`src/rtl/fpsv_pkg.sv`:
```
// Shared constants and carriers for the floating-point special-value stage.
// Assumes one clock domain; register port is a plain address/strobe port.
package fpsv_pkg;
    // Register map (byte addresses, one 32-bit word each)
    localparam logic [3:0] FPSV_ADDR_CTRL = 4'h0;
    localparam logic [3:0] FPSV_ADDR_STAT = 4'h4;
    localparam logic [3:0] FPSV_ADDR_RES_LO = 4'h8;
    localparam logic [3:0] FPSV_ADDR_RES_HI = 4'hC;
    // Control field positions
    localparam int FPSV_CTRL_AHP_BIT = 0;
    localparam int FPSV_CTRL_FZ_BIT = 1;
    localparam int FPSV_CTRL_DN_BIT = 2;
    localparam logic [2:0] FPSV_CTRL_RESET = 3'h0;
    // Status field positions (write 1 to clear)
    localparam int FPSV_ST_IOC_BIT = 0;
    localparam int FPSV_ST_DZC_BIT = 1;
    localparam int FPSV_ST_OFC_BIT = 2;
    localparam int FPSV_ST_UFC_BIT = 3;
    localparam int FPSV_ST_IXC_BIT = 4;
    localparam int FPSV_ST_IDC_BIT = 7;
    localparam logic [5:0] FPSV_STAT_RESET = 6'h00;
    // Exponent biases and denormal exponents
    localparam int FPSV_BIAS_H = 15;
    localparam int FPSV_BIAS_S = 127;
    localparam int FPSV_BIAS_D = 1023;
    localparam int FPSV_DEN_EXP_H = -14;
    localparam int FPSV_DEN_EXP_S = -126;
    localparam int FPSV_DEN_EXP_D = -1022;
    localparam int FPSV_AHP_MAX_EXP = 16;
    // Unbiased exponent of the smallest normal magnitude
    localparam int FPSV_SMALLEST_NORMAL_MAGNITUDE_EXP_S = -126;
    localparam int FPSV_SMALLEST_NORMAL_MAGNITUDE_EXP_D = -1022;
    // Default NaN encodings
    localparam logic [15:0] FPSV_DNAN_H = 16'h7E00;
    localparam logic [31:0] FPSV_DNAN_S = 32'h7FC00000;
    localparam logic [63:0] FPSV_DNAN_D = 64'h7FF8000000000000;

    typedef enum logic [1:0] {FPSV_FMT_H = 2'h0, FPSV_FMT_S = 2'h1, FPSV_FMT_D = 2'h2}
        fpsv_fmt_t;
    typedef enum logic [2:0] {
        FPSV_CL_ZERO = 3'h0, FPSV_CL_DENORM = 3'h1, FPSV_CL_NORM = 3'h2,
        FPSV_CL_INF = 3'h3, FPSV_CL_QNAN = 3'h4, FPSV_CL_SNAN = 3'h5
    } fpsv_class_t;

    // Operation request: up to three operands plus raw arithmetic result
    typedef struct packed {
        logic valid;
        fpsv_fmt_t fmt;
        logic [1:0] nargs;
        logic [63:0] opa;
        logic [63:0] opb;
        logic [63:0] opc;
        logic invalid;
        logic recip_div0;
        logic divzero;
        logic overflow;
        logic inexact;
        logic [63:0] res;
        logic res_tiny;
    } fpsv_req_t;

    typedef struct packed {
        logic valid;
        logic [63:0] opa;
        logic [63:0] opb;
        logic [63:0] opc;
        fpsv_class_t cla;
        fpsv_class_t clb;
        fpsv_class_t clc;
        logic [63:0] res;
        logic [5:0] exc;
    } fpsv_rsp_t;

    typedef struct packed {
        logic [2:0] ctrl;
        logic [5:0] stat;
        fpsv_rsp_t rsp;
        logic [31:0] rdata;
    } fpsv_state_t;
endpackage

```
`src/rtl/fpsv_top.sv`:
```
// Special-value stage for a floating-point datapath: classify, flush, NaN select, flags.
// Assumes the arithmetic unit supplies a raw result plus its own exception conditions.
// Operation
// - Zero exponent: nonzero fraction is denormal, else signed zero.
// - All-ones exponent: fraction top bit 0 signaling, 1 quiet NaN, zero infinity.
// - Alternative half format treats all-ones exponent as normal, 2^16 times 1.T.
// - Alt-half select chooses half interpretation; single and double always standard.
// - Normal value uses biases 15, 127, 1023.
// - Denormal value uses exponents -14, -126, -1022.
// - Reciprocal estimates signal divide-by-zero as if dividend were +1.0.
// - Without flush, tininess is judged before rounding.
// - Five IEEE flags plus an input-denormal flag.
// - Flush enable bit turns on flush mode; half values never flushed.
// - Flush mode zeroes single and double denormal inputs.
// - Each flushed input raises the input-denormal flag.
// - No input-denormal flag without flush mode.
// - Input flushing precedes all other exception checks.
// - Flush mode zeroes nonzero tiny results below smallest normal.
// - In flush mode underflow only when a result is flushed.
// - Flushed values keep their sign.
// - Flushing alone never raises inexact.
// - Default-NaN mode returns default NaN for invalid ops and quiet NaN inputs.
// - Otherwise signaling NaN invalid returns first sNaN quieted, else default NaN.
// - Otherwise quiet NaN inputs return the first quiet NaN.
// - Default NaN: sign 0, exponent all ones, only fraction top bit set.
`timescale 1ns/100ps
module fpsv_top
    import fpsv_pkg::*;
(
    // Clock and reset
    input wire logic SYS_CLK,
    input wire logic ARST_N,
    // Register port
    input wire logic [3:0] REG_ADDR,
    input wire logic [31:0] REG_WDATA,
    input wire logic REG_WR,
    input wire logic REG_RD,
    output logic [31:0] REG_RDATA,
    // Datapath
    input wire fpsv_pkg::fpsv_req_t OP_REQ,
    output fpsv_pkg::fpsv_rsp_t OP_RSP,
    // Mode and flags
    output logic ALT_HALF_PRECISION_SELECT,
    output logic FLUSH_TO_ZERO_ENABLE,
    output logic DEFAULT_NAN_ENABLE,
    output logic [5:0] FP_FLAGS
);
    import fpsv_pkg::*;

    logic [1:0] rst_sync_r;
    logic rst_n;
    fpsv_state_t st_r, st_nxt;

    always_ff @(posedge SYS_CLK or negedge ARST_N) begin
        if (!ARST_N) begin
            rst_sync_r <= 2'h0;
        end else begin
            rst_sync_r <= {rst_sync_r[0], 1'b1};
        end
    end
    assign rst_n = rst_sync_r[1];

    ////////////////////////////////////////////////////////////////////////////////
    // Format helpers

    function automatic logic [10:0] f_exp(input fpsv_fmt_t f, input logic [63:0] v);
        unique case (f)
            FPSV_FMT_H: f_exp = {6'h00, v[14:10]};
            FPSV_FMT_S: f_exp = {3'h0, v[30:23]};
            default: f_exp = v[62:52];
        endcase
    endfunction

    function automatic logic [51:0] f_frac(input fpsv_fmt_t f, input logic [63:0] v);
        unique case (f)
            FPSV_FMT_H: f_frac = {42'h0, v[9:0]};
            FPSV_FMT_S: f_frac = {29'h0, v[22:0]};
            default: f_frac = v[51:0];
        endcase
    endfunction

    function automatic logic f_sign(input fpsv_fmt_t f, input logic [63:0] v);
        unique case (f)
            FPSV_FMT_H: f_sign = v[15];
            FPSV_FMT_S: f_sign = v[31];
            default: f_sign = v[63];
        endcase
    endfunction

    function automatic logic [10:0] f_emax(input fpsv_fmt_t f);
        unique case (f)
            FPSV_FMT_H: f_emax = 11'h01F;
            FPSV_FMT_S: f_emax = 11'h0FF;
            default: f_emax = 11'h7FF;
        endcase
    endfunction

    // Top fraction bit distinguishes quiet from signaling
    function automatic logic [51:0] f_qbit(input fpsv_fmt_t f);
        unique case (f)
            FPSV_FMT_H: f_qbit = 52'h0000000000200;
            FPSV_FMT_S: f_qbit = 52'h0000000400000;
            default: f_qbit = 52'h8000000000000;
        endcase
    endfunction

    function automatic fpsv_class_t f_class(input fpsv_fmt_t f, input logic [63:0] v,
                                            input logic alt_half_precision_select);
        logic [10:0] e;
        logic [51:0] t;
        e = f_exp(f, v);
        t = f_frac(f, v);
        if (e == 11'h000) begin
            f_class = (t != 52'h0) ? FPSV_CL_DENORM : FPSV_CL_ZERO;
        end else if (e != f_emax(f)) begin
            f_class = FPSV_CL_NORM;
        end else if (f == FPSV_FMT_H && alt_half_precision_select) begin
            f_class = FPSV_CL_NORM;
        end else if (t == 52'h0) begin
            f_class = FPSV_CL_INF;
        end else begin
            f_class = ((t & f_qbit(f)) != 52'h0) ? FPSV_CL_QNAN : FPSV_CL_SNAN;
        end
    endfunction

    // Signed zero of the format; only the sign survives
    function automatic logic [63:0] f_zero(input fpsv_fmt_t f, input logic [63:0] v);
        unique case (f)
            FPSV_FMT_H: f_zero = {48'h0, v[15], 15'h0000};
            FPSV_FMT_S: f_zero = {32'h0, v[31], 31'h00000000};
            default: f_zero = {v[63], 63'h0};
        endcase
    endfunction

    function automatic logic [63:0] f_dnan(input fpsv_fmt_t f);
        unique case (f)
            FPSV_FMT_H: f_dnan = {48'h0, FPSV_DNAN_H};
            FPSV_FMT_S: f_dnan = {32'h0, FPSV_DNAN_S};
            default: f_dnan = FPSV_DNAN_D;
        endcase
    endfunction

    ////////////////////////////////////////////////////////////////////////////////
    // Operand processing

    logic fz, dn, alt_half_precision_select, flushable;
    logic [2:0][63:0] op_in, op_fl;
    fpsv_class_t [2:0] cl_raw, cl_fl;
    logic [2:0] in_flush;

    assign alt_half_precision_select = st_r.ctrl[FPSV_CTRL_AHP_BIT];
    assign fz = st_r.ctrl[FPSV_CTRL_FZ_BIT];
    assign dn = st_r.ctrl[FPSV_CTRL_DN_BIT];
    assign flushable = fz && (OP_REQ.fmt != FPSV_FMT_H);
    assign op_in = {OP_REQ.opc, OP_REQ.opb, OP_REQ.opa};

    genvar gi;
    generate
        for (gi = 0; gi < 3; gi++) begin : g_op
            logic used;
            assign used = (OP_REQ.nargs > 2'(gi));
            assign cl_raw[gi] = f_class(OP_REQ.fmt, op_in[gi], alt_half_precision_select);
            // Flushing first, so later checks see the flushed operand
            assign in_flush[gi] = used && flushable && (cl_raw[gi] == FPSV_CL_DENORM);
            assign op_fl[gi] = in_flush[gi] ? f_zero(OP_REQ.fmt, op_in[gi]) : op_in[gi];
            assign cl_fl[gi] = !used ? FPSV_CL_ZERO :
                               (in_flush[gi] ? FPSV_CL_ZERO : cl_raw[gi]);
        end
    endgenerate

    ////////////////////////////////////////////////////////////////////////////////
    // NaN selection and result flush

    logic any_snan, any_qnan, invalid, res_flush, uf;
    logic [63:0] first_snan, first_qnan, res_out;
    logic [5:0] exc;

    always_comb begin
        any_snan = 1'b0;
        any_qnan = 1'b0;
        first_snan = 64'h0;
        first_qnan = 64'h0;
        // Walk from the last argument so the leftmost one wins
        for (int i = 2; i >= 0; i--) begin
            if (cl_fl[i] == FPSV_CL_SNAN) begin
                any_snan = 1'b1;
                first_snan = op_fl[i] | {12'h0, f_qbit(OP_REQ.fmt)};
            end
            if (cl_fl[i] == FPSV_CL_QNAN) begin
                any_qnan = 1'b1;
                first_qnan = op_fl[i];
            end
        end
        invalid = OP_REQ.invalid || any_snan;
        // Tininess uses the unrounded magnitude from the datapath
        res_flush = flushable && OP_REQ.res_tiny;
        uf = fz ? res_flush : OP_REQ.res_tiny;
        if (invalid) begin
            res_out = (dn || !any_snan) ? f_dnan(OP_REQ.fmt) : first_snan;
        end else if (any_qnan) begin
            res_out = dn ? f_dnan(OP_REQ.fmt) : first_qnan;
        end else if (res_flush) begin
            res_out = f_zero(OP_REQ.fmt, OP_REQ.res);
        end else begin
            res_out = OP_REQ.res;
        end
        exc = 6'h00;
        exc[FPSV_ST_IOC_BIT] = invalid;
        exc[FPSV_ST_DZC_BIT] = !invalid && (OP_REQ.divzero || OP_REQ.recip_div0);
        exc[FPSV_ST_OFC_BIT] = !invalid && OP_REQ.overflow;
        exc[FPSV_ST_UFC_BIT] = !invalid && uf;
        // A flushed result is exact by definition here
        exc[FPSV_ST_IXC_BIT] = !invalid && OP_REQ.inexact && !res_flush;
        exc[5] = |in_flush;
    end

    ////////////////////////////////////////////////////////////////////////////////
    // State update

    logic [5:0] clr;
    always_comb begin
        st_nxt = st_r;
        clr = 6'h00;
        st_nxt.rsp.valid = OP_REQ.valid;
        if (OP_REQ.valid) begin
            st_nxt.rsp.opa = op_fl[0];
            st_nxt.rsp.opb = op_fl[1];
            st_nxt.rsp.opc = op_fl[2];
            st_nxt.rsp.cla = cl_fl[0];
            st_nxt.rsp.clb = cl_fl[1];
            st_nxt.rsp.clc = cl_fl[2];
            st_nxt.rsp.res = res_out;
            st_nxt.rsp.exc = exc;
        end
        if (REG_WR && REG_ADDR == FPSV_ADDR_CTRL) begin
            st_nxt.ctrl = REG_WDATA[2:0];
        end
        if (REG_WR && REG_ADDR == FPSV_ADDR_STAT) begin
            clr = {REG_WDATA[FPSV_ST_IDC_BIT], REG_WDATA[4:0]};
        end
        // Set beats clear in the same cycle
        st_nxt.stat = (st_r.stat & ~clr) | (OP_REQ.valid ? exc : 6'h00);
        st_nxt.rdata = 32'h0;
        if (REG_RD) begin
            unique case (REG_ADDR)
                FPSV_ADDR_CTRL: st_nxt.rdata = {29'h0, st_r.ctrl};
                FPSV_ADDR_STAT: st_nxt.rdata = {24'h0, st_r.stat[5], 2'h0, st_r.stat[4:0]};
                FPSV_ADDR_RES_LO: st_nxt.rdata = st_r.rsp.res[31:0];
                FPSV_ADDR_RES_HI: st_nxt.rdata = st_r.rsp.res[63:32];
                default: st_nxt.rdata = 32'h0;
            endcase
        end
    end

    always_ff @(posedge SYS_CLK or negedge rst_n) begin
        if (!rst_n) begin
            st_r <= '0;
        end else begin
            st_r <= st_nxt;
        end
    end

    assign REG_RDATA = st_r.rdata;
    assign OP_RSP = st_r.rsp;
    assign ALT_HALF_PRECISION_SELECT = alt_half_precision_select;
    assign FLUSH_TO_ZERO_ENABLE = fz;
    assign DEFAULT_NAN_ENABLE = dn;
    assign FP_FLAGS = st_r.stat;

    ////////////////////////////////////////////////////////////////////////////////
    // Checks

    property p_idc_needs_fz;
        @(posedge SYS_CLK) disable iff (!rst_n)
        OP_REQ.valid && !fz |=> !OP_RSP.exc[5];
    endproperty
    a_idc_needs_fz: assert property (p_idc_needs_fz) else $error("denormal flag without flush");

    property p_half_not_flushed;
        @(posedge SYS_CLK) disable iff (!rst_n)
        OP_REQ.valid && OP_REQ.fmt == FPSV_FMT_H |=> !OP_RSP.exc[5];
    endproperty
    a_half_not_flushed: assert property (p_half_not_flushed) else $error("half value flushed");

    property p_flush_denorm;
        @(posedge SYS_CLK) disable iff (!rst_n)
        OP_REQ.valid && fz && OP_REQ.fmt == FPSV_FMT_S && OP_REQ.nargs != 2'h0 &&
            OP_REQ.opa[30:23] == 8'h00 && OP_REQ.opa[22:0] != 23'h0
        |=> OP_RSP.opa[30:0] == 31'h0 && OP_RSP.exc[5] && OP_RSP.opa[31] == $past(OP_REQ.opa[31]);
    endproperty
    a_flush_denorm: assert property (p_flush_denorm) else $error("denormal input not flushed");

    property p_uf_fz;
        @(posedge SYS_CLK) disable iff (!rst_n)
        OP_REQ.valid && fz && !invalid |=> OP_RSP.exc[3] == $past(res_flush);
    endproperty
    a_uf_fz: assert property (p_uf_fz) else $error("underflow not tied to flush");

    property p_no_ixc_flush;
        @(posedge SYS_CLK) disable iff (!rst_n)
        OP_REQ.valid && res_flush |=> !OP_RSP.exc[4];
    endproperty
    a_no_ixc_flush: assert property (p_no_ixc_flush) else $error("inexact on flush");

    property p_dn_result;
        @(posedge SYS_CLK) disable iff (!rst_n)
        OP_REQ.valid && dn && OP_REQ.fmt == FPSV_FMT_S && (invalid || any_qnan)
        |=> OP_RSP.res[31:0] == FPSV_DNAN_S;
    endproperty
    a_dn_result: assert property (p_dn_result) else $error("default NaN missing");

    property p_snan_quieted;
        @(posedge SYS_CLK) disable iff (!rst_n)
        OP_REQ.valid && !dn && OP_REQ.fmt == FPSV_FMT_S && OP_REQ.nargs != 2'h0 &&
            cl_fl[0] == FPSV_CL_SNAN
        |=> OP_RSP.res[31:0] == ($past(OP_REQ.opa[31:0]) | 32'h00400000) && OP_RSP.exc[0];
    endproperty
    a_snan_quieted: assert property (p_snan_quieted) else $error("sNaN not propagated");

    property p_qnan_first;
        @(posedge SYS_CLK) disable iff (!rst_n)
        OP_REQ.valid && !dn && !invalid && cl_fl[0] == FPSV_CL_QNAN
        |=> OP_RSP.res == $past(OP_REQ.opa);
    endproperty
    a_qnan_first: assert property (p_qnan_first) else $error("first qNaN not returned");

    property p_flag_sticky;
        @(posedge SYS_CLK) disable iff (!rst_n)
        FP_FLAGS[0] && !(REG_WR && REG_ADDR == FPSV_ADDR_STAT) |=> FP_FLAGS[0];
    endproperty
    a_flag_sticky: assert property (p_flag_sticky) else $error("flag lost");

    property p_rsp_follows_req;
        @(posedge SYS_CLK) disable iff (!rst_n)
        OP_REQ.valid |=> OP_RSP.valid;
    endproperty
    a_rsp_follows_req: assert property (p_rsp_follows_req) else $error("no response");

    property p_idc_on_flush;
        @(posedge SYS_CLK) disable iff (!rst_n)
        OP_REQ.valid && (|in_flush) |=> OP_RSP.exc[5];
    endproperty
    a_idc_on_flush: assert property (p_idc_on_flush) else $error("flush without flag");

    property p_zero_class;
        @(posedge SYS_CLK) disable iff (!rst_n)
        OP_REQ.valid && OP_REQ.fmt == FPSV_FMT_S && OP_REQ.nargs != 2'h0 &&
            OP_REQ.opa[30:0] == 31'h0
        |=> OP_RSP.cla == FPSV_CL_ZERO;
    endproperty
    a_zero_class: assert property (p_zero_class) else $error("zero misclassified");

    property p_inf_class;
        @(posedge SYS_CLK) disable iff (!rst_n)
        OP_REQ.valid && OP_REQ.fmt == FPSV_FMT_S && OP_REQ.nargs != 2'h0 &&
            OP_REQ.opa[30:0] == 31'h7F800000
        |=> OP_RSP.cla == FPSV_CL_INF;
    endproperty
    a_inf_class: assert property (p_inf_class) else $error("infinity misclassified");

    property p_ahp_norm;
        @(posedge SYS_CLK) disable iff (!rst_n)
        OP_REQ.valid && alt_half_precision_select && OP_REQ.fmt == FPSV_FMT_H && OP_REQ.nargs != 2'h0 &&
            OP_REQ.opa[14:10] == 5'h1F
        |=> OP_RSP.cla == FPSV_CL_NORM;
    endproperty
    a_ahp_norm: assert property (p_ahp_norm) else $error("alt half not normal");

    property p_dnan_half;
        @(posedge SYS_CLK) disable iff (!rst_n)
        OP_REQ.valid && OP_REQ.fmt == FPSV_FMT_H && invalid && (dn || !any_snan)
        |=> OP_RSP.res[15:0] == FPSV_DNAN_H;
    endproperty
    a_dnan_half: assert property (p_dnan_half) else $error("half default NaN wrong");

    property p_dnan_double;
        @(posedge SYS_CLK) disable iff (!rst_n)
        OP_REQ.valid && OP_REQ.fmt == FPSV_FMT_D && invalid && (dn || !any_snan)
        |=> OP_RSP.res == FPSV_DNAN_D;
    endproperty
    a_dnan_double: assert property (p_dnan_double) else $error("double default NaN wrong");

    // Result flush must leave only the sign of the raw result
    property p_res_flush_sign;
        @(posedge SYS_CLK) disable iff (!rst_n)
        OP_REQ.valid && res_flush && !invalid && !any_qnan && OP_REQ.fmt == FPSV_FMT_S
        |=> OP_RSP.res[31:0] == {$past(OP_REQ.res[31]), 31'h0};
    endproperty
    a_res_flush_sign: assert property (p_res_flush_sign) else $error("result not flushed");
endmodule
```
`config.mk`:
```
export PLATFORM = sky130hd
export DESIGN_NAME = fpsv_top
export DESIGN_NICKNAME = d
export VERILOG_FILES = /design/src/rtl/fpsv_pkg.sv /design/src/rtl/fpsv_top.sv
export SDC_FILE = /design/constraint.sdc
export NUM_CORES = 1
export LEC_CHECK = 0
export ABC_CLOCK_PERIOD_IN_PS = 9670
export BUFFER_PORTS_ARGS = -buffer_cell sky130_fd_sc_hd__buf_2
export CELL_PAD_IN_SITES_DETAIL_PLACEMENT = 1
export CELL_PAD_IN_SITES_GLOBAL_PLACEMENT = 1
export CORE_AREA = 2 2 240 242
export DETAILED_ROUTE_END_ITERATION = 8
export DIE_AREA = 0 0 242 244
export PLACE_DENSITY = 0.75
export SLEW_MARGIN = 10
export SYNTH_ARGS = -nofsm -noshare
export SYNTH_HDL_FRONTEND = slang
export SYNTH_SLANG_ARGS = --single-unit
```
`constraint.sdc`:
```
create_clock -name SYS_CLK -period 9.67 [get_ports SYS_CLK]
set_input_delay 0.967 -clock SYS_CLK [delete_from_list [all_inputs] [get_ports SYS_CLK]]
set_output_delay 0.967 -clock SYS_CLK [all_outputs]
set_load 0.005 [all_outputs]
```
==> run metrics <==
result of the run complete, no violations; final period utilization 0.611; Clock Path Buffers 3; Seq/Total Area, Yosys 0.467; Die Width 242 µm; grt total ovfl 0; synth top area cells dfrtp_1, nand2_1, a22o_1; Max Cap Viol 0; flops & latches, synth 315; Synth cell types 68; RSZ-0062 raised after global routing no; final hold vios 0; fin crit period 5.90 ns; cell taking the most area after synthesis dfrtp_1; grt met3 use 0.0875; worst-margin pin slew 1.23 ns; M2 GR Usage 0.511; fraction of registers with async set/reset 1.00; placed cell areas 20400 µm²; GRT busiest layer met2; post-synth top area share 0.467; top cells by count, synth dfrtp_1, nand2_1, a22o_1; clk sink count 315; Die Y 244 µm; cells after synthesis 1768; vias post-DR 18.5k; Worst Clk Skew 0.0169 ns; Pleak 9.91 nW; max_slew headroom 0.171; Slew Limit Fails 0; Flop pwr share 0.426; DRC 0; CTS Buf Count 39; first-iteration detailed-routing DRC count 1784; Post-CTS Resized 0; starting density of the core 0.301; proportion of layout cells with a drive suffix above 1 0.330; kind of critical path in -> reg; pin count of the biggest net entering global routing 130; Mapped Avg Cell Area 9.55 µm²; setup TNS 0 ns; Die Area 59000 µm²; fmax 169 MHz; mapped cell area 16900 µm²; Setup-failing EPs final 0; standard-cell rows 87; area grow syn2layout 28.2%; Routed Antenna Nets 0; synthesis warning total 0; most common cell in the synthesized netlist dfrtp_1; all-layer global routing usage 0.322; crit-path max FO 35; hold-fix buffer count after cts 0; Arr. time, crit path 6.40 ns; Final Instance Area 21600 µm²; vias in the first global route 18.7k; Routed WL per cell 32.1 µm; DR pass1 iterations 6; critical path startpoint category input port; Clk pin slew, worst setup/hold paths 0.06 ns; P_sw 1.13 mW; port buffer count 593; EDFF count, synth 0; worst path required time 10.17 ns; initial antenna violation count 15; post-layout util 0.385; Placer Congestion 0.948; Post-CTS Setup Repair Bufs 0; met1 global-route usage 0.419; clock share of power 0.397; # IOs 620; Core Area 56200 µm²; Hold WC Path Type in -> async; nets 2580; post-synthesis net count 2075; Comb power frac 0.177; final wirelength 98400 µm; Clk Latency, worst-skew pair 0.57 ns; H-Tree Depth 2; Switching Share 0.314; Internal 2.47 mW; root buffer cell clkbuf_16; main flop type after synthesis dfrtp_1; global-route wire length before repair 139000 µm; R2R setup slack 5.39 ns; Crit. End Element register; TritonCTS clock tree done; Via density 6.03; worst ir drop on vdd 0.108 mV; placed wire-length estimate 75400 µm; Pwr Density 167 nW/µm²
==> path summary, 6_finish.rpt <==
path | startpoint | to | depth (start not counted)
setup reg to reg | ALT_HALF_PRECISION_SELECT | OP_RSP[38] | 7
max in group asynchronous | rst_sync_r[1] | REG_RDATA[14] | 2
setup / recovery | OP_REQ[265] | OP_RSP[38] | 9
hold / removal | ARST_N | rst_sync_r[1] | 1
hold reg to reg | rst_sync_r[0] | rst_sync_r[1] | 0
min in group SYS_CLK | rst_sync_r[0] | rst_sync_r[1] | 0
==> cell usage in the layout (no fill, tap or decap), types with 34 or more instances in the layout <==
cell type / count
a21oi_1: 47
a221o_1: 43
a22o_1: 112
a22oi_1: 40
buf_2: 592
clkbuf_16: 40
dfrtp_1: 314
mux2_2: 34
nand2_1: 302
nand3_1: 49
nand4_1: 35
nor2_1: 83
nor4_1: 34
o211ai_1: 55
o21ai_0: 86
o2bb2ai_1: 65
==> power groups by stage <==
| stage | Clock [mW] | Sequential [mW] | Combinational, mW |
|---|---|---|---|
| floorplan | 0 | 1.54 | 0.236 |
| global placement | 0 | 1.55 | 0.615 |
| detailed placement | 0 | 1.56 | 0.628 |
| CTS | 1.45 | 1.54 | 0.631 |
| global route | 1.49 | 1.55 | 0.676 |
| finish | 1.43 | 1.54 | 0.637 |
==> stage by stage <==
step                instances  total power [mW]  hold WS [ns]  setup WS (ns)
floorplan                1768              1.78         0.331          0.241
global placement         2988              2.17         0.339           3.42
detailed placement       2988              2.19         0.343           3.37
CTS                      3056              3.61         0.165           3.97
global route             3063              3.72         0.179           3.70
finish                   3064              3.61         0.185           3.77
==> critical path, cell delays in order <==
cell and delay [ns]:
buf_2 0.64, clkinv_2 0.63, mux2i_1 0.30, nor4_1 0.95, and2_2 0.82, nor3_2 0.28
nand4bb_2 1.03, a211oi_1 0.57, a211o_1 0.18
==> logic make-up after synthesis <==
family | after synthesis | synth area share
flip-flops | 315 | 0.467
AND/OR/NAND/NOR | 592 | 0.159
multiplexers | 72 | 0.0476
other | 1 | 0.000222
buffers and inverters | 189 | 0.0468
AO/OA/AOI/OAI | 599 | 0.279
==> cell type report <==
type | count | area [µm²]
diodes | 8 | 20.0
clock buffers | 58 | 1130
clock inverters | 10 | 75.1
fillers | 6646 | 34500
inverters | 29 | 118
multi-input cells | 1264 | 8260
flip-flops and latches | 315 | 7890
well taps | 756 | 946
repair buffers | 624 | 3200
==> flip-flops by register name, indices dropped and copies added (netlist names) <==
register                   count
OP_RSP                       272
REG_RDATA                     32
FP_FLAGS                       6
rst_sync_r                     2
ALT_HALF_PRECISION_SELECT      1
DEFAULT_NAN_ENABLE             1
FLUSH_TO_ZERO_ENABLE           1
==> per-layer routing <==
metal,up-vias,wire length (µm)
met5,-,62
met4,10,3620
met3,211,9040
met2,1082,45200
met1,9481,40500
li1,7706,-
Power figures use the tool's default switching activity.
